[config.mk]
export PLATFORM = sky130hd
export DESIGN_NAME = pdicfg_top
export DESIGN_NICKNAME = d
export VERILOG_FILES = /design/src/verilog/pdicfg_pkg.sv /design/src/verilog/pdicfg_drv.sv /design/src/verilog/pdicfg_top.sv
export VERILOG_INCLUDE_DIRS = /design/src /design/src/verilog
export SDC_FILE = /design/constraint.sdc
export NUM_CORES = 1
export LEC_CHECK = 0
export BUFFER_PORTS_ARGS = -buffer_cell sky130_fd_sc_hd__buf_2
export CORE_UTILIZATION = 26
export DETAILED_ROUTE_END_ITERATION = 12
export PLACE_DENSITY = 0.51
export SLEW_MARGIN = 20
export SYNTH_ARGS = -nofsm -noshare
export SYNTH_HDL_FRONTEND = slang
export SYNTH_SLANG_ARGS = --single-unit
export TNS_END_PERCENT = 1
[constraint.sdc]
create_clock -name mclk -period 2 [get_ports mclk]
set_input_delay 0.4 -clock mclk [delete_from_list [all_inputs] [get_ports mclk]]
set_output_delay 0.4 -clock mclk [all_outputs]
set_load 0.02 [all_outputs]
[src/verilog/pdicfg_defs.svh]
// Offsets, field positions, mode codes and defaults of the config registers
`ifndef PDICFG_DEFS_SVH
`define PDICFG_DEFS_SVH
// Register offsets
`define PDICFG_OFS_IFACE 16'h0150
`define PDICFG_OFS_PULSE 16'h0151
`define PDICFG_OFS_EXT_LO 16'h0152
`define PDICFG_OFS_EXT_HI 16'h0153
// Mode select codes
`define PDICFG_SEL_DIO 8'h04
`define PDICFG_SEL_ASPI 8'h05
`define PDICFG_SEL_SPI_A 8'h80
`define PDICFG_SEL_SPI_B 8'h82
`define PDICFG_SEL_BUS_LO 8'h88
`define PDICFG_SEL_BUS_HI 8'h97
// Reset value
`define PDICFG_RST8 8'h00
`define PDICFG_RST16 16'h0000
// Readable-bit masks per mode
`define PDICFG_MSK_DIO 8'hff
`define PDICFG_MSK_SPI 8'h07
`define PDICFG_MSK_ASPI 8'h33
`define PDICFG_MSK_BUS 8'hff
`define PDICFG_MSK_EXT_BUS 16'h0007
// Interface config bit positions
`define PDICFG_B_OVPOL 0
`define PDICFG_B_BIDIR 2
`define PDICFG_B_SEVT 2
`define PDICFG_B_ACKPOL 1
`define PDICFG_B_ACKOD 0
`define PDICFG_B_LATE 5
`define PDICFG_B_SCSPOL 4
`define PDICFG_B_ALEQ 7
`define PDICFG_B_DIREN 6
`define PDICFG_B_CSPOL 5
`define PDICFG_B_RDPOL 4
`define PDICFG_B_WRPOL 3
`define PDICFG_B_ALEPOL 2
// Pulse/latch config bit positions
`define PDICFG_B_MAP1 7
`define PDICFG_B_FN1 6
`define PDICFG_B_DRV1 5:4
`define PDICFG_B_MAP0 3
`define PDICFG_B_FN0 2
`define PDICFG_B_DRV0 1:0
// Event request bit positions for the pulse mirror
`define PDICFG_EV_P1 3
`define PDICFG_EV_P0 2
`endif

[src/verilog/pdicfg_pkg.sv]
// Types shared by the interface configuration block
package pdicfg_pkg;
  // Decoded interface mode, one-hot
  typedef enum logic [4:0] {
    PDICFG_M_NONE = 5'b00001,
    PDICFG_M_DIO = 5'b00010,
    PDICFG_M_SPI = 5'b00100,
    PDICFG_M_ASPI = 5'b01000,
    PDICFG_M_BUS = 5'b10000
  } pdicfg_mode_e;
endpackage

[src/verilog/pdicfg_drv.sv]
// Decoder of a two-bit pulse driver code into pin level and enable
`timescale 1ns/10ps
`include "pdicfg_defs.svh"
module pdicfg_drv (
  // Clock and reset
  input wire logic mclk,
  input wire logic sys_rst,
  // Configuration
  input wire logic [1:0] drv_code,
  input wire logic is_output,
  // Pulse state, active high internally
  input wire logic pulse,
  // Pin drive
  output logic pin_out,
  output logic pin_oe
);
  // Active level and whether the idle level is driven
  logic act_high;
  logic drive_idle;
  assign act_high = drv_code[1];
  // Push-pull codes drive both levels
  assign drive_idle = ~drv_code[0];

  // Registered pin level
  always_ff @(posedge mclk) begin
    if (sys_rst) begin
      pin_out <= 1'b0;
    end else begin
      pin_out <= pulse ? act_high : ~act_high;
    end
  end

  // Enable only as pulse output; open types release idle
  always_ff @(posedge mclk) begin
    if (sys_rst) begin
      pin_oe <= 1'b0;
    end else begin
      pin_oe <= is_output & (pulse | drive_idle);
    end
  end
endmodule

[src/verilog/pdicfg_top.sv]
// Interface configuration registers and their decoded control outputs
`timescale 1ns/10ps
`include "pdicfg_defs.svh"
module pdicfg_top (
  // Clock and reset
  input wire logic mclk,
  input wire logic sys_rst,
  // EEPROM load port
  input wire logic ld_valid,
  input wire logic [7:0] ld_iface,
  input wire logic [7:0] ld_pulse,
  input wire logic [15:0] ld_ext,
  input wire logic [7:0] interface_mode_select,
  // Read port, shared by network side and host side
  input wire logic rd_en,
  input wire logic [15:0] rd_addr,
  output logic [7:0] rd_data,
  output logic rd_hit,
  // Pulse sources from the clock unit
  input wire logic first_pulse_output,
  input wire logic second_pulse_output,
  // Pulse mirror into the event request
  output logic [3:2] application_layer_event,
  // Pulse/latch pins
  output logic pulse0_out,
  output logic pulse0_oe,
  output logic pulse1_out,
  output logic pulse1_oe,
  output logic first_latch_input_is_input,
  output logic second_latch_input_is_input,
  // Digital I/O mode controls
  output logic output_valid_active_low,
  output logic [15:0] dio_pair_out,
  // Serial host mode controls
  output logic serial_event_fwd_en,
  output logic [7:0] spi_pair_out,
  output logic [7:0] spi_pair_od,
  // Alternate serial mode controls
  output logic serial_late_sample,
  output logic serial_chip_select_high,
  output logic [1:0] serial_clock_mode,
  // Parallel bus controls
  output logic bus_ale_qualify,
  output logic bus_dir_enable,
  output logic bus_cs_high,
  output logic bus_rd_sense,
  output logic bus_wr_sense,
  output logic bus_ale_high,
  // Wait/acknowledge output shape, serial host or parallel bus
  output logic ack_active_high,
  output logic ack_open_drain
);
  // Stored registers and mode
  logic [7:0] iface_config_q;
  logic [7:0] pulse_latch_config_q;
  logic [15:0] extended_iface_config_q;
  logic [7:0] mode_sel_q;
  pdicfg_pkg::pdicfg_mode_e mode_q;
  pdicfg_pkg::pdicfg_mode_e mode_d;
  // Synchronised pulses
  logic [1:0] p0_sync_q;
  logic [1:0] p1_sync_q;
  // Masks for the current mode
  logic [7:0] msk_if;
  logic [15:0] msk_ext;
  logic [7:0] rd_d;
  logic hit_d;
  logic [15:0] dio_dir;

  // Mode decode from the select code
  always_comb begin
    mode_d = pdicfg_pkg::PDICFG_M_NONE;
    if (mode_sel_q == `PDICFG_SEL_DIO) begin
      mode_d = pdicfg_pkg::PDICFG_M_DIO;
    end else if (mode_sel_q == `PDICFG_SEL_ASPI) begin
      mode_d = pdicfg_pkg::PDICFG_M_ASPI;
    end else if (mode_sel_q == `PDICFG_SEL_SPI_A ||
                 mode_sel_q == `PDICFG_SEL_SPI_B) begin
      mode_d = pdicfg_pkg::PDICFG_M_SPI;
    end else if (mode_sel_q >= `PDICFG_SEL_BUS_LO &&
                 mode_sel_q <= `PDICFG_SEL_BUS_HI) begin
      mode_d = pdicfg_pkg::PDICFG_M_BUS;
    end
  end

  // Masks keep reserved positions at zero
  always_comb begin
    msk_if = `PDICFG_RST8;
    msk_ext = `PDICFG_RST16;
    case (mode_d)
      pdicfg_pkg::PDICFG_M_DIO: begin
        msk_if = `PDICFG_MSK_DIO;
        msk_ext = ~`PDICFG_RST16;
      end
      pdicfg_pkg::PDICFG_M_SPI: begin
        msk_if = `PDICFG_MSK_SPI;
        msk_ext = ~`PDICFG_RST16;
      end
      pdicfg_pkg::PDICFG_M_ASPI: begin
        msk_if = `PDICFG_MSK_ASPI;
      end
      pdicfg_pkg::PDICFG_M_BUS: begin
        msk_if = `PDICFG_MSK_BUS;
        msk_ext = `PDICFG_MSK_EXT_BUS;
      end
      default: begin
        msk_if = `PDICFG_RST8;
      end
    endcase
  end

  // Mode select capture at load time
  always_ff @(posedge mclk) begin
    if (sys_rst) begin
      mode_sel_q <= `PDICFG_RST8;
    end else if (ld_valid) begin
      mode_sel_q <= interface_mode_select;
    end
  end

  // Decoded mode register
  always_ff @(posedge mclk) begin
    if (sys_rst) begin
      mode_q <= pdicfg_pkg::PDICFG_M_NONE;
    end else begin
      mode_q <= mode_d;
    end
  end

  // Load from EEPROM only; no write path exists
  always_ff @(posedge mclk) begin
    if (sys_rst) begin
      iface_config_q <= `PDICFG_RST8;
      pulse_latch_config_q <= `PDICFG_RST8;
      extended_iface_config_q <= `PDICFG_RST16;
    end else if (ld_valid) begin
      iface_config_q <= ld_iface;
      pulse_latch_config_q <= ld_pulse;
      extended_iface_config_q <= ld_ext;
    end
  end

  // Read mux, reserved bits masked to zero
  always_comb begin
    rd_d = `PDICFG_RST8;
    hit_d = 1'b1;
    if (rd_addr == `PDICFG_OFS_IFACE) begin
      rd_d = iface_config_q & msk_if;
    end else if (rd_addr == `PDICFG_OFS_PULSE) begin
      rd_d = pulse_latch_config_q;
    end else if (rd_addr == `PDICFG_OFS_EXT_LO) begin
      rd_d = extended_iface_config_q[7:0] & msk_ext[7:0];
    end else if (rd_addr == `PDICFG_OFS_EXT_HI) begin
      rd_d = extended_iface_config_q[15:8] & msk_ext[15:8];
    end else begin
      hit_d = 1'b0;
    end
  end

  // Registered read answer, one cycle after the request
  always_ff @(posedge mclk) begin
    if (sys_rst) begin
      rd_data <= `PDICFG_RST8;
      rd_hit <= 1'b0;
    end else if (rd_en) begin
      rd_data <= rd_d;
      rd_hit <= hit_d;
    end else begin
      rd_data <= `PDICFG_RST8;
      rd_hit <= 1'b0;
    end
  end

  // Two-stage synchronisers for the pulse sources
  always_ff @(posedge mclk) begin
    if (sys_rst) begin
      p0_sync_q <= 2'b00;
      p1_sync_q <= 2'b00;
    end else begin
      p0_sync_q <= {p0_sync_q[0], first_pulse_output};
      p1_sync_q <= {p1_sync_q[0], second_pulse_output};
    end
  end

  // Pulse mirror into the event request
  always_ff @(posedge mclk) begin
    if (sys_rst) begin
      application_layer_event <= 2'b00;
    end else begin
      application_layer_event[`PDICFG_EV_P1] <= p1_sync_q[1] &
        pulse_latch_config_q[`PDICFG_B_MAP1];
      application_layer_event[`PDICFG_EV_P0] <= p0_sync_q[1] &
        pulse_latch_config_q[`PDICFG_B_MAP0];
    end
  end

  // Pin functions: latch input when the function bit is clear
  always_ff @(posedge mclk) begin
    if (sys_rst) begin
      first_latch_input_is_input <= 1'b1;
      second_latch_input_is_input <= 1'b1;
    end else begin
      first_latch_input_is_input <= ~pulse_latch_config_q[`PDICFG_B_FN0];
      second_latch_input_is_input <= ~pulse_latch_config_q[`PDICFG_B_FN1];
    end
  end

  // First pulse pin driver
  pdicfg_drv u_drv0 (
    .mclk(mclk),
    .sys_rst(sys_rst),
    .drv_code(pulse_latch_config_q[`PDICFG_B_DRV0]),
    .is_output(pulse_latch_config_q[`PDICFG_B_FN0]),
    .pulse(p0_sync_q[1]),
    .pin_out(pulse0_out),
    .pin_oe(pulse0_oe)
  );

  // Second pulse pin driver
  pdicfg_drv u_drv1 (
    .mclk(mclk),
    .sys_rst(sys_rst),
    .drv_code(pulse_latch_config_q[`PDICFG_B_DRV1]),
    .is_output(pulse_latch_config_q[`PDICFG_B_FN1]),
    .pulse(p1_sync_q[1]),
    .pin_out(pulse1_out),
    .pin_oe(pulse1_oe)
  );

  // Directions forced to input in bidirectional mode; loader should
  // already hold them at zero
  assign dio_dir = iface_config_q[`PDICFG_B_BIDIR] ? `PDICFG_RST16 :
                   extended_iface_config_q;

  // Digital I/O mode controls
  always_ff @(posedge mclk) begin
    if (sys_rst) begin
      output_valid_active_low <= 1'b0;
      dio_pair_out <= `PDICFG_RST16;
    end else if (mode_q == pdicfg_pkg::PDICFG_M_DIO) begin
      output_valid_active_low <= iface_config_q[`PDICFG_B_OVPOL];
      dio_pair_out <= dio_dir;
    end else begin
      output_valid_active_low <= 1'b0;
      dio_pair_out <= `PDICFG_RST16;
    end
  end

  // Serial host mode controls
  always_ff @(posedge mclk) begin
    if (sys_rst) begin
      serial_event_fwd_en <= 1'b0;
      spi_pair_od <= `PDICFG_RST8;
      spi_pair_out <= `PDICFG_RST8;
    end else if (mode_q == pdicfg_pkg::PDICFG_M_SPI) begin
      serial_event_fwd_en <= iface_config_q[`PDICFG_B_SEVT];
      spi_pair_od <= extended_iface_config_q[15:8];
      spi_pair_out <= extended_iface_config_q[7:0];
    end else begin
      serial_event_fwd_en <= 1'b0;
      spi_pair_od <= `PDICFG_RST8;
      spi_pair_out <= `PDICFG_RST8;
    end
  end

  // Alternate serial mode controls
  always_ff @(posedge mclk) begin
    if (sys_rst) begin
      serial_late_sample <= 1'b0;
      serial_chip_select_high <= 1'b0;
      serial_clock_mode <= 2'b00;
    end else if (mode_q == pdicfg_pkg::PDICFG_M_ASPI) begin
      serial_late_sample <= iface_config_q[`PDICFG_B_LATE];
      serial_chip_select_high <= iface_config_q[`PDICFG_B_SCSPOL];
      serial_clock_mode <= iface_config_q[1:0];
    end else begin
      serial_late_sample <= 1'b0;
      serial_chip_select_high <= 1'b0;
      serial_clock_mode <= 2'b00;
    end
  end

  // Parallel bus controls
  always_ff @(posedge mclk) begin
    if (sys_rst) begin
      bus_ale_qualify <= 1'b0;
      bus_dir_enable <= 1'b0;
      bus_cs_high <= 1'b0;
      bus_rd_sense <= 1'b0;
      bus_wr_sense <= 1'b0;
      bus_ale_high <= 1'b0;
    end else if (mode_q == pdicfg_pkg::PDICFG_M_BUS) begin
      bus_ale_qualify <= iface_config_q[`PDICFG_B_ALEQ];
      bus_dir_enable <= iface_config_q[`PDICFG_B_DIREN];
      bus_cs_high <= iface_config_q[`PDICFG_B_CSPOL];
      bus_rd_sense <= iface_config_q[`PDICFG_B_RDPOL];
      bus_wr_sense <= iface_config_q[`PDICFG_B_WRPOL];
      bus_ale_high <= iface_config_q[`PDICFG_B_ALEPOL];
    end else begin
      bus_ale_qualify <= 1'b0;
      bus_dir_enable <= 1'b0;
      bus_cs_high <= 1'b0;
      bus_rd_sense <= 1'b0;
      bus_wr_sense <= 1'b0;
      bus_ale_high <= 1'b0;
    end
  end

  // Acknowledge shape for serial host or parallel bus
  always_ff @(posedge mclk) begin
    if (sys_rst) begin
      ack_active_high <= 1'b0;
      ack_open_drain <= 1'b0;
    end else if (mode_q == pdicfg_pkg::PDICFG_M_SPI ||
                 mode_q == pdicfg_pkg::PDICFG_M_BUS) begin
      ack_active_high <= iface_config_q[`PDICFG_B_ACKPOL];
      ack_open_drain <= iface_config_q[`PDICFG_B_ACKOD];
    end else begin
      ack_active_high <= 1'b0;
      ack_open_drain <= 1'b0;
    end
  end
endmodule

==> results of run 1 <==
[layer usage]
metal | vias up | global-route usage [%] | wire (um)
li1 | 1472 | - | -
met1 | 1358 | 17.0 | 4370
met2 | 93 | 22.5 | 4840
met3 | 9 | 5.63 | 757
met4 | 0 | 4.07 | 124
met5 | - | 0 | 0
[logic make-up after synthesis]
logic type	Yosys count	synth area share, %
AND/OR/NAND/NOR	147	21.6
buffers and inverters	29	2.84
XOR/XNOR	3	0.686
multiplexers	46	12.0
flip-flops	112	58.5
AO/OA/AOI/OAI	20	4.37
[sequential cells by signal, summed over array words and instances (netlist names), 2 cells and up]
signal and flops:
mode_q 5, extended_iface_config_q 16, iface_config_q 8, p1_sync_q 2, spi_pair_out 8, mode_sel_q 8, rd_data 8, application_layer_event 2
spi_pair_od 8, dio_pair_out 16, p0_sync_q 2, serial_clock_mode 2, pulse_latch_config_q 8
[report_power, final]
group	total (mW)	leakage (nW)	switching, mW	internal (mW)
registers	2.34	0.913	0.0540	2.29
clock network	1.67	0.133	0.813	0.853
logic	0.302	1.34	0.152	0.149
total	4.31	2.38	1.02	3.29
[cells in the mapped netlist (2+ instances only)]
| library cell | number |
|---|---|
| nor2_1 | 52 |
| mux2i_1 | 46 |
| or2_2 | 3 |
| nor3b_1 | 6 |
| nand2b_1 | 4 |
| and3_1 | 2 |
| nor4_1 | 7 |
| o311a_1 | 2 |
| a211oi_1 | 3 |
| nor4b_1 | 2 |
| nor3_1 | 2 |
| nor4bb_1 | 2 |
| buf_1 | 3 |
| and2_1 | 39 |
| a21oi_1 | 3 |
| a2111o_1 | 2 |
| inv_1 | 11 |
| or4_1 | 2 |
| xor2_1 | 3 |
| and4bb_2 | 2 |
| clkbuf_1 | 15 |
| dfxtp_1 | 112 |
| nand2_1 | 10 |
| o221ai_1 | 5 |
| o311ai_0 | 2 |
| nor2b_1 | 4 |
[cell type report]
cell class	instances	area (sq um)
well taps	184	230
flip-flops and latches	112	2240
clock buffers	10	229
clock inverters	6	43.8
fillers	1478	9440
inverters	11	41.3
multi-input cells	216	1490
repair buffers	139	758
[worst max path at each step]
stage / depth (start not counted) / slack, ns / endpoint
CTS: 5 / 0.04 / rd_data[1]$_SDFF_PP0_
finish: 4 / 0.09 / rd_data[3]$_SDFF_PP0_
detailed placement: 6 / 0.002 / rd_data[6]$_SDFF_PP0_
floorplan: 4 / 0.13 / rd_data[3]$_SDFF_PP0_
global placement: 6 / 0.05 / rd_data[3]$_SDFF_PP0_
global route: 4 / 0.03 / rd_data[7]$_SDFF_PP0_
[repair_timing]
item | 4_1_cts | 5_1_grt
resized for setup | 0 | 5
hold endpoints to repair | 0 | 0
endpoints found under the setup margin | 0 | 6
==> summary.md, run 1 <==
| Metric | Value |
|---|---|
| First-pass GRT wire length | ~15 mm |
| Layout cells sized above 1 | between 30% and 40% |
| Avg Cell Area, Syn | 10.7 sq um |
| # port buffers | 124 |
| MaxCap Viol Count | 0 |
| Initial DRC Count | 83 |
| Synth top area share | around 58% |
| Layout net count | around 550 |
| CP peak stage delay | around 0.54 ns |
| Kind of critical path | reg -> reg |
| Post-DRT Antenna Nets | 0 |
| DP Cell Count | around 660 |
| Worst R2R Start | mode_sel_q[3]$_SDFFE_PP0P_ |
| Most common cell after layout, fill and taps aside | buf_2 |
| Number of synthesized flops with an enable pin | 0 |
| Buf/Inv on CP | 0 |
| GPL Wtd Cong | about 0.8 |
| Setup TNS | 0 ns |
| Post-route cell area | about 5000 sq um |
| Hpwl dp | approximately 7.7 mm |
| Number of remaining DRC errors | 0 |
| Req. time, crit path | 2.27 ns |
| Pwr per Cell Area | roughly 860 nW/um^2 |
| Layout area overhead | 31.4% |
| CTS tree | done |
| Hold endpoint | p0_sync_q[0]$_SDFF_PP0_ |
| WHS | ~0.26 ns |
| Seq/Total Area, Yosys | between 50% and 60% |
| Htree depth | 3 |
| N_diodes | 0 |
| Final WL | approximately 10 mm |
| R2r setup slk | roughly 0.091 ns |
| Die area | 15,200 sq um |
| Routed length per instance | ~15 um |
| Pre-CTS setup slack | ~0.0022 ns |
| Async set or reset register ratio after synthesis | 0% |
| Largest net degree at the start of global routing | 30 |
| Vias per cell | roughly 4.3 |
| Slew headroom | around two thirds |
| Max Fclk | 524 MHz |
| Final cycle utilization of the critical path | around 95% |
| Critical-path cell list | or4_4 -> or3_4 -> a2111o_1 -> o221ai_1 |
| Finished Layout Cells | just under 700 |
| Clock sink total | approximately 110 |
| Final Slew Violations | 0 |
| Placement Cell Area | roughly 4800 sq um |
| Hold buffer count at CTS | 0 |
| Min-delay worst type | in -> reg |
| Postcts setup bufs | 0 |
| Placeable Area | between 10,000 and 15,000 sq um |
| Area leader, netlist | dfxtp_1 |
| Most frequent cells in the layout | buf_2, dfxtp_1, nor2_1, mux2i_1, and2_1 |
| Initial Utilization | between 20% and 30% |
| Worst Slack Setup Final | about 0.09 ns |
| Yosys reg bits | between 100 and 150 |
| R2r worst-path depth | 4 |
| Reg-to-Reg End | rd_data[3]$_SDFF_PP0_ |
| Status | complete, no violations |
| RSZ-0062 raised after global routing | no |
| Worst Setup Start Kind | flip-flop |
| Minimum clock period | around 1.9 ns |
| YS warnings | 0 |
| Slowest-stage cell, CP | or4_4 |
| Clk buf depth | 2 |
| I/O pin count | roughly 130 |
| Drt pass-1 iters | 5 |
| GRT Util Overall | ~14% |
| Synth area leaders | dfxtp_1, mux2i_1, and2_1 |
| Crit path arrival time | about 2.2 ns |
| Grt total ovfl | 0 |
| Critical path startpoint | mode_sel_q[3]$_SDFFE_PP0P_ |
| Top delay family on crit path | simple AND/OR/NAND/NOR gates |
| Vias in the first global route | 2,872 |
| Die width | between 100 and 150 um |
| Die Height | roughly 120 um |
| Worst-Margin Slew | a little under 0.5 ns |
| Clk_lat worst skew | 0.35 ns |
| Via count | between 2,000 and 3,000 |
| Clock buffer count from CTS | 9 |
| Synthesized area | roughly 3800 sq um |
| Mapped Nets | roughly 420 |
| Design Power | roughly 4.3 mW |
| Post-layout util | between 30% and 40% |
| Initial antenna violation count | 0 |
| Worst-path maximum fanout | 3 |
| Peak supply drop | ~0.00039 V |
| Hold_sp | first_pulse_output |
| Cells after Synth | ~360 |
| Root buf cell | clkbuf_16 |
| CP Capture Type | flip-flop |
| Clk_skew | roughly 0.01 ns |
| Site Rows | 44 |
| Final hold vios | 0 |
| Static Leak | approximately 2.4 nW |
| Main flop type after synthesis | dfxtp_1 |
| Worst-path clk slew | 0.08 ns |
| Yosys cell types | 39 |
| Final setup fails | 0 |
| Hold-critical path depth | 2 |
Note: power is estimated with default switching activity, not from simulation.
==> run 2, diff against run 1 <==
--- a/config.mk
+++ b/config.mk
@@ -7,9 +7,9 @@
 export NUM_CORES = 1
 export LEC_CHECK = 0
 export BUFFER_PORTS_ARGS = -buffer_cell sky130_fd_sc_hd__buf_2
-export CORE_UTILIZATION = 26
+export CORE_UTILIZATION = 45
 export DETAILED_ROUTE_END_ITERATION = 12
-export PLACE_DENSITY = 0.51
+export PLACE_DENSITY = 0.78
 export SLEW_MARGIN = 20
 export SYNTH_ARGS = -nofsm -noshare
 export SYNTH_HDL_FRONTEND = slang
==> summary.md, run 2 (synthesis gave the netlist of run 1 again) <==
| Metric | Value |
|---|---|
| Htree depth | 3 (unchanged) |
| Hpwl dp | 6.38 mm (was 7.72 mm) |
| Final Slew Violations | 0 (unchanged) |
| Hold buffer count at CTS | 0 (unchanged) |
| Worst Setup Start Kind | flip-flop (unchanged) |
| Worst-Margin Slew | 0.467 ns (was 0.485 ns) |
| Worst R2R Start | mode_sel_q[4]$_SDFFE_PP0P_ (was mode_sel_q[3]$_SDFFE_PP0P_) |
| Final hold vios | 0 (unchanged) |
| Layout area overhead | 24.9% (was 31.4%) |
| GRT Util Overall | 19.8% (was 13.9%) |
| Minimum clock period | 1.94 ns (was 1.91 ns) |
| Initial antenna violation count | 0 (unchanged) |
| MaxCap Viol Count | 0 (unchanged) |
| Slew headroom | 68.8% (was 67.7%) |
| Die Height | 94.3 um (was 123 um) |
| Layout cells sized above 1 | 33.9% (was 34.2%) |
| Placeable Area | 8220 sq um (was 14,500 sq um) |
| WHS | 0.255 ns (was 0.265 ns) |
| Min-delay worst type | in -> reg (unchanged) |
| I/O pin count | 125 (unchanged) |
| GPL Wtd Cong | 0.900 (was 0.803) |
| Final cycle utilization of the critical path | 96.9% (was 95.4%) |
| Die area | 8890 sq um (was 15,200 sq um) |
| CP Capture Type | flip-flop (unchanged) |
| Most frequent cells in the layout | buf_2, dfxtp_1, nor2_1, mux2i_1, and2_1 (unchanged) |
| Max Fclk | 516 MHz (was 524 MHz) |
| CTS tree | done (unchanged) |
| # port buffers | 124 (unchanged) |
| Site Rows | 33 (was 44) |
| Clock buffer count from CTS | 9 (unchanged) |
| Pwr per Cell Area | 790 nW/um^2 (was 856 nW/um^2) |
| Final WL | 8.41 mm (was 10.1 mm) |
| Vias per cell | 4.81 (was 4.32) |
| Req. time, crit path | 2.30 ns (was 2.27 ns) |
| Clk_lat worst skew | 0.36 ns (was 0.35 ns) |
| Worst-path maximum fanout | 5 (was 3) |
| Regs by FF count | dio_pair_out: 16 flops, extended_iface_config_q: 16 flops (unchanged) |
| Fillers | 715 (was 1,478) |
| Kind of critical path | reg -> reg (unchanged) |
| R2r setup slk | 0.06 ns (was 0.09 ns) |
| Seq pwr share | 61.9% (was 54.4%) |
| Clk buf depth | 2 (unchanged) |
| N_diodes | 0 (unchanged) |
| Hold-critical path depth | 2 (unchanged) |
| Clock share of power | 30.5% (was 38.6%) |
| Final setup fails | 0 (unchanged) |
| Status | complete, no violations (unchanged) |
| Grt total ovfl | 0 (unchanged) |
| Setup TNS | 0 ns (unchanged) |
| Initial DRC Count | 113 (was 83) |
| R2r worst-path depth | 5 (was 4) |
| Clk_skew | 0.00713 ns (was 0.0100 ns) |
| Most common cell after layout, fill and taps aside | buf_2 (unchanged) |
| Switching Share | 23.8% (was 23.6%) |
| Critical path startpoint | mode_sel_q[4]$_SDFFE_PP0P_ (was mode_sel_q[3]$_SDFFE_PP0P_) |
| Number of remaining DRC errors | 0 (unchanged) |
| Via count | 2,861 (was 2,932) |
| Hold endpoint | p0_sync_q[0]$_SDFF_PP0_ (unchanged) |
| Layout net count | 548 (was 551) |
| Initial Utilization | 46.7% (was 26.5%) |
| Hold_sp | first_pulse_output (unchanged) |
| Routed length per instance | 14.1 um (was 14.9 um) |
| Net switching power figure | 0.901 mW (was 1.02 mW) |
| Crit path arrival time | 2.24 ns (was 2.18 ns) |
| Die width | 94.3 um (was 123 um) |
| P_int | 2.88 mW (was 3.29 mW) |
| Logic pwr share | 7.6% (was 7.0%) |
| First-pass GRT wire length | 13.2 mm (was 15.3 mm) |
| Post-DRT Antenna Nets | 0 (unchanged) |
| RSZ-0062 raised after global routing | no (unchanged) |
| Peak supply drop | 0.000450 V (was 0.000392 V) |
| Worst-path clk slew | 0.09 ns (was 0.08 ns) |
| Drt pass-1 iters | 4 (was 5) |
| Root buf cell | clkbuf_8 (was clkbuf_16) |
| Vias in the first global route | 2,701 (was 2,872) |
| Clock sink total | 112 (unchanged) |
| Static Leak | 2.30 nW (was 2.38 nW) |
| Largest net degree at the start of global routing | 41 (was 30) |
| Reg-to-Reg End | rd_data[1]$_SDFF_PP0_ (was rd_data[3]$_SDFF_PP0_) |
==> run 2: per-layer routing <==
metal	global-route usage [%]	wire length, um	vias up	part of all wire [%]
met5	0	0	-	0
li1	-	-	1461	-
met3	5.66	593	7	7.0
met1	24.4	3750	1305	45
met4	5.90	85	0	1.0
met2	33.3	3980	88	47
==> run 2: how the worst max path moves through the flow <==
stage / to / slack (ns) / depth (start not counted)
after floorplan: rd_data[3]$_SDFF_PP0_ / 0.13 / 4
after global placement: rd_data[3]$_SDFF_PP0_ / 0.11 / 6
after detailed placement: rd_data[3]$_SDFF_PP0_ / 0.04 / 4
after CTS: rd_data[7]$_SDFF_PP0_ / 0.02 / 4
after global routing: rd_data[0]$_SDFF_PP0_ / 0.007 / 5
final: rd_data[1]$_SDFF_PP0_ / 0.06 / 5
==> run 2: power by group through the flow <==
| stage | sequential [mW] | clock [mW] | combinational (mW) |
|---|---|---|---|
| finish | 2.34 | 1.15 | 0.287 |
| global route | 2.35 | 1.26 | 0.319 |
| CTS | 2.34 | 1.19 | 0.286 |
| detailed placement | 2.40 | 0 | 0.285 |
| global placement | 2.39 | 0 | 0.280 |
| floorplan | 2.38 | 0 | 0.168 |
==> run 2: critical path, cell delays in order, from the launching register on <==
cell and delay, ns:
dfxtp_2 0.35, or4_4 0.52, or3_4 0.35, and2_2 0.21, and4bb_2 0.29, o311a_1 0.16
==> run 2: what timing repair did <==
action / CTS / global route
setup buffers: 0 / 1
setup endpoints to repair: 0 / 6
resized for setup: 0 / 3
==> run 2: cell type report <==
type	instances	area, sq um	share of cell area, %
multi-input combinational	216	1490	31.1
clock buffer	10	128	2.66
sequential	112	2240	46.9
clock inverter	5	33.8	0.705
tap	105	131	2.74
timing repair buffer	136	723	15.1
inverter	11	41.3	0.862
==> run 2: stage by stage <==
step           instance area [sq um]  cells  power, mW  worst slack [ns]  utilization (%)
3_5_place_dp                    4610    579       2.68            0.0383             56.1
3_3_place_gp                    4610    579       2.67             0.107             56.1
2_1_floorplan                   3830    357       2.55             0.129                -
4_1_cts                         4770    594       3.82            0.0201             58.1
5_1_grt                         4790    595       3.93           0.00744             58.3
6_report                        4790    595       3.78            0.0616             58.3
==> run 3, diff against run 2 <==
--- a/config.mk
+++ b/config.mk
@@ -7,6 +7,7 @@
 export NUM_CORES = 1
 export LEC_CHECK = 0
 export BUFFER_PORTS_ARGS = -buffer_cell sky130_fd_sc_hd__buf_2
+export CORE_ASPECT_RATIO = 0.8
 export CORE_UTILIZATION = 45
 export DETAILED_ROUTE_END_ITERATION = 12
 export PLACE_DENSITY = 0.78
==> summary.md, run 3 (synthesis gave the netlist of run 1 again) <==
| Metric | Value |
|---|---|
| Number of remaining DRC errors | 0 (unchanged) |
| Vias in the first global route | 2,759 (was 2,701) |
| Root buf cell | clkbuf_8 (unchanged) |
| GRT Util Overall | 19.7% (was 19.8%) |
| Layout cells sized above 1 | 33.5% (was 33.9%) |
| CP Capture Type | flip-flop (unchanged) |
| I/O pin count | 125 (unchanged) |
| # port buffers | 124 (unchanged) |
| Final setup fails | 0 (unchanged) |
| Regs by FF count | dio_pair_out: 16 flops, extended_iface_config_q: 16 flops (unchanged) |
| Final Slew Violations | 0 (unchanged) |
| Initial DRC Count | 65 (was 113) |
| Vias per cell | 4.83 (was 4.81) |
| Htree depth | 3 (unchanged) |
| Pre-CTS setup slack | 0.0133 ns (was 0.0383 ns) |
| Design Power | 4.07 mW (was 3.78 mW) |
| Layout net count | 547 (was 548) |
| Kind of critical path | reg -> reg (unchanged) |
| Status | complete, no violations (unchanged) |
| Worst-Margin Slew | 0.439 ns (was 0.467 ns) |
| Clock sink total | 112 (unchanged) |
| Static Leak | 2.33 nW (was 2.30 nW) |
| Placeable Area | 8090 sq um (was 8220 sq um) |
| Peak supply drop | 0.000583 V (was 0.000450 V) |
| Worst Slack Setup Final | 0.0537 ns (was 0.0616 ns) |
| Clock buffer count from CTS | 9 (unchanged) |
| Grt total ovfl | 0 (unchanged) |
| First-pass GRT wire length | 13.5 mm (was 13.2 mm) |
| Initial Utilization | 47.4% (was 46.7%) |
| Minimum clock period | 1.95 ns (was 1.94 ns) |
| RSZ-0062 raised after global routing | no (unchanged) |
| Worst-path maximum fanout | 4 (was 5) |
| Most common cell after layout, fill and taps aside | buf_2 (unchanged) |
| Final cycle utilization of the critical path | 97.3% (was 96.9%) |
| Clk_skew | 0.00474 ns (was 0.00713 ns) |
| Flip-flop and latch area | 2240 sq um (about the same) |
| N_diodes | 0 (unchanged) |
| Post-layout util | 59.8% (was 58.3%) |
| Die width | 105 um (was 94.3 um) |
| Largest net degree at the start of global routing | 44 (was 41) |
| Post-DRT Antenna Nets | 0 (unchanged) |
| Site Rows | 29 (was 33) |
| Crit path arrival time | 2.23 ns (was 2.24 ns) |
| Die area | 8890 sq um (about the same) |
| Routed length per instance | 14.2 um (was 14.1 um) |
| Req. time, crit path | 2.28 ns (was 2.30 ns) |
| Worst Setup Start Kind | flip-flop (unchanged) |
| Pwr per Cell Area | 842 nW/um^2 (was 790 nW/um^2) |
| Max Fclk | 514 MHz (was 516 MHz) |
| Final WL | 8.47 mm (was 8.41 mm) |
| Clk buf depth | 2 (unchanged) |
| Setup TNS | 0 ns (unchanged) |
| Worst-path clk slew | 0.10 ns (was 0.09 ns) |
| Layout area overhead | 26.1% (was 24.9%) |
| GPL Wtd Cong | 0.852 (was 0.900) |
| Drt pass-1 iters | 4 (unchanged) |
| Initial antenna violation count | 0 (unchanged) |
| MaxCap Viol Count | 0 (unchanged) |
| Slew headroom | 70.7% (was 68.8%) |
| Most frequent cells in the layout | buf_2, dfxtp_1, nor2_1, mux2i_1, and2_1 (unchanged) |
| CTS tree | done (unchanged) |
| Hold buffer count at CTS | 0 (unchanged) |
| Final hold vios | 0 (unchanged) |
| Die Height | 84.6 um (was 94.3 um) |
| Multi-input gate area | 1480 sq um (was 1490 sq um) |
| Hpwl dp | 6.35 mm (was 6.38 mm) |
| Min-delay worst type | in -> reg (unchanged) |
| Via count | 2,888 (was 2,861) |
| Clk_lat worst skew | 0.37 ns (was 0.36 ns) |
| Fillers | 696 (was 715) |
==> run 3: cell count changes in the layout (fill, tap and decap cells not counted), sizes merged <==
cell	before	now
buf	136	135
bufinv	0	2
clkinv	2	1
clkinvlp	2	1
inv	12	13
==> run 3: final cells by class <==
type | instances | share of cell area [%]
clock buffer | 10 | 2.64
clock inverter | 6 | 1.86
inverter | 11 | 0.854
multi-input combinational | 216 | 30.7
sequential | 112 | 46.4
tap | 108 | 2.79
timing repair buffer | 135 | 14.8
==> run 3: where the power goes <==
group	internal (mW)	leakage (nW)	total (mW)	switching, mW
registers	2.29	0.913	2.34	0.0509
logic	0.142	1.31	0.289	0.147
clock network	0.713	0.107	1.44	0.730
total	3.15	2.33	4.07	0.928
==> run 3: worst max-delay path, stage by stage, from the launching register on <==
cell	delay [ns]
dfxtp_2	0.37
or3b_2	0.48
or3_4	0.39
a2111o_1	0.42
o221ai_1	0.21
==> run 3: final timing paths <==
check | slack (ns) | to | cells past startpoint | from
setup / recovery | 0.05 | rd_data[3]$_SDFF_PP0_ | 4 | mode_sel_q[2]$_SDFFE_PP0P_
hold / removal | 0.24 | p1_sync_q[0]$_SDFF_PP0_ | 2 | second_pulse_output
hold reg to reg | 0.44 | p0_sync_q[1]$_SDFF_PP0_ | 1 | p0_sync_q[0]$_SDFF_PP0_
setup reg to reg | 0.05 | rd_data[3]$_SDFF_PP0_ | 4 | mode_sel_q[2]$_SDFFE_PP0P_
==> run 3: layer usage <==
| metal | vias up | global-route usage (%) | wire length, um |
|---|---|---|---|
| li1 | 1457 | - | - |
| met1 | 1320 | 26.0 | 3910 |
| met5 | - | 0 | 0 |
| met2 | 100 | 31.4 | 3870 |
| met4 | 0 | 5.38 | 110 |
| met3 | 11 | 5.90 | 576 |
==> run 3: timing repair <==
action / CTS / global route
pin swaps: 0 / 1
buffers inserted: 0 / 0
endpoints found under the setup margin: 1 / 4
resized for setup: 1 / 1
hold endpoints to repair: 0 / 0
==> run 3: metrics by stage <==
| step | instances | hold WS (ns) | cell area, sq um |
|---|---|---|---|
| 6_report | 598 | 0.240 | 4840 |
| 2_1_floorplan | 357 | 0.405 | 3830 |
| 5_1_grt | 598 | 0.246 | 4840 |
| 3_5_place_dp | 582 | 0.422 | 4620 |
| 3_3_place_gp | 582 | 0.418 | 4620 |
| 4_1_cts | 598 | 0.230 | 4840 |
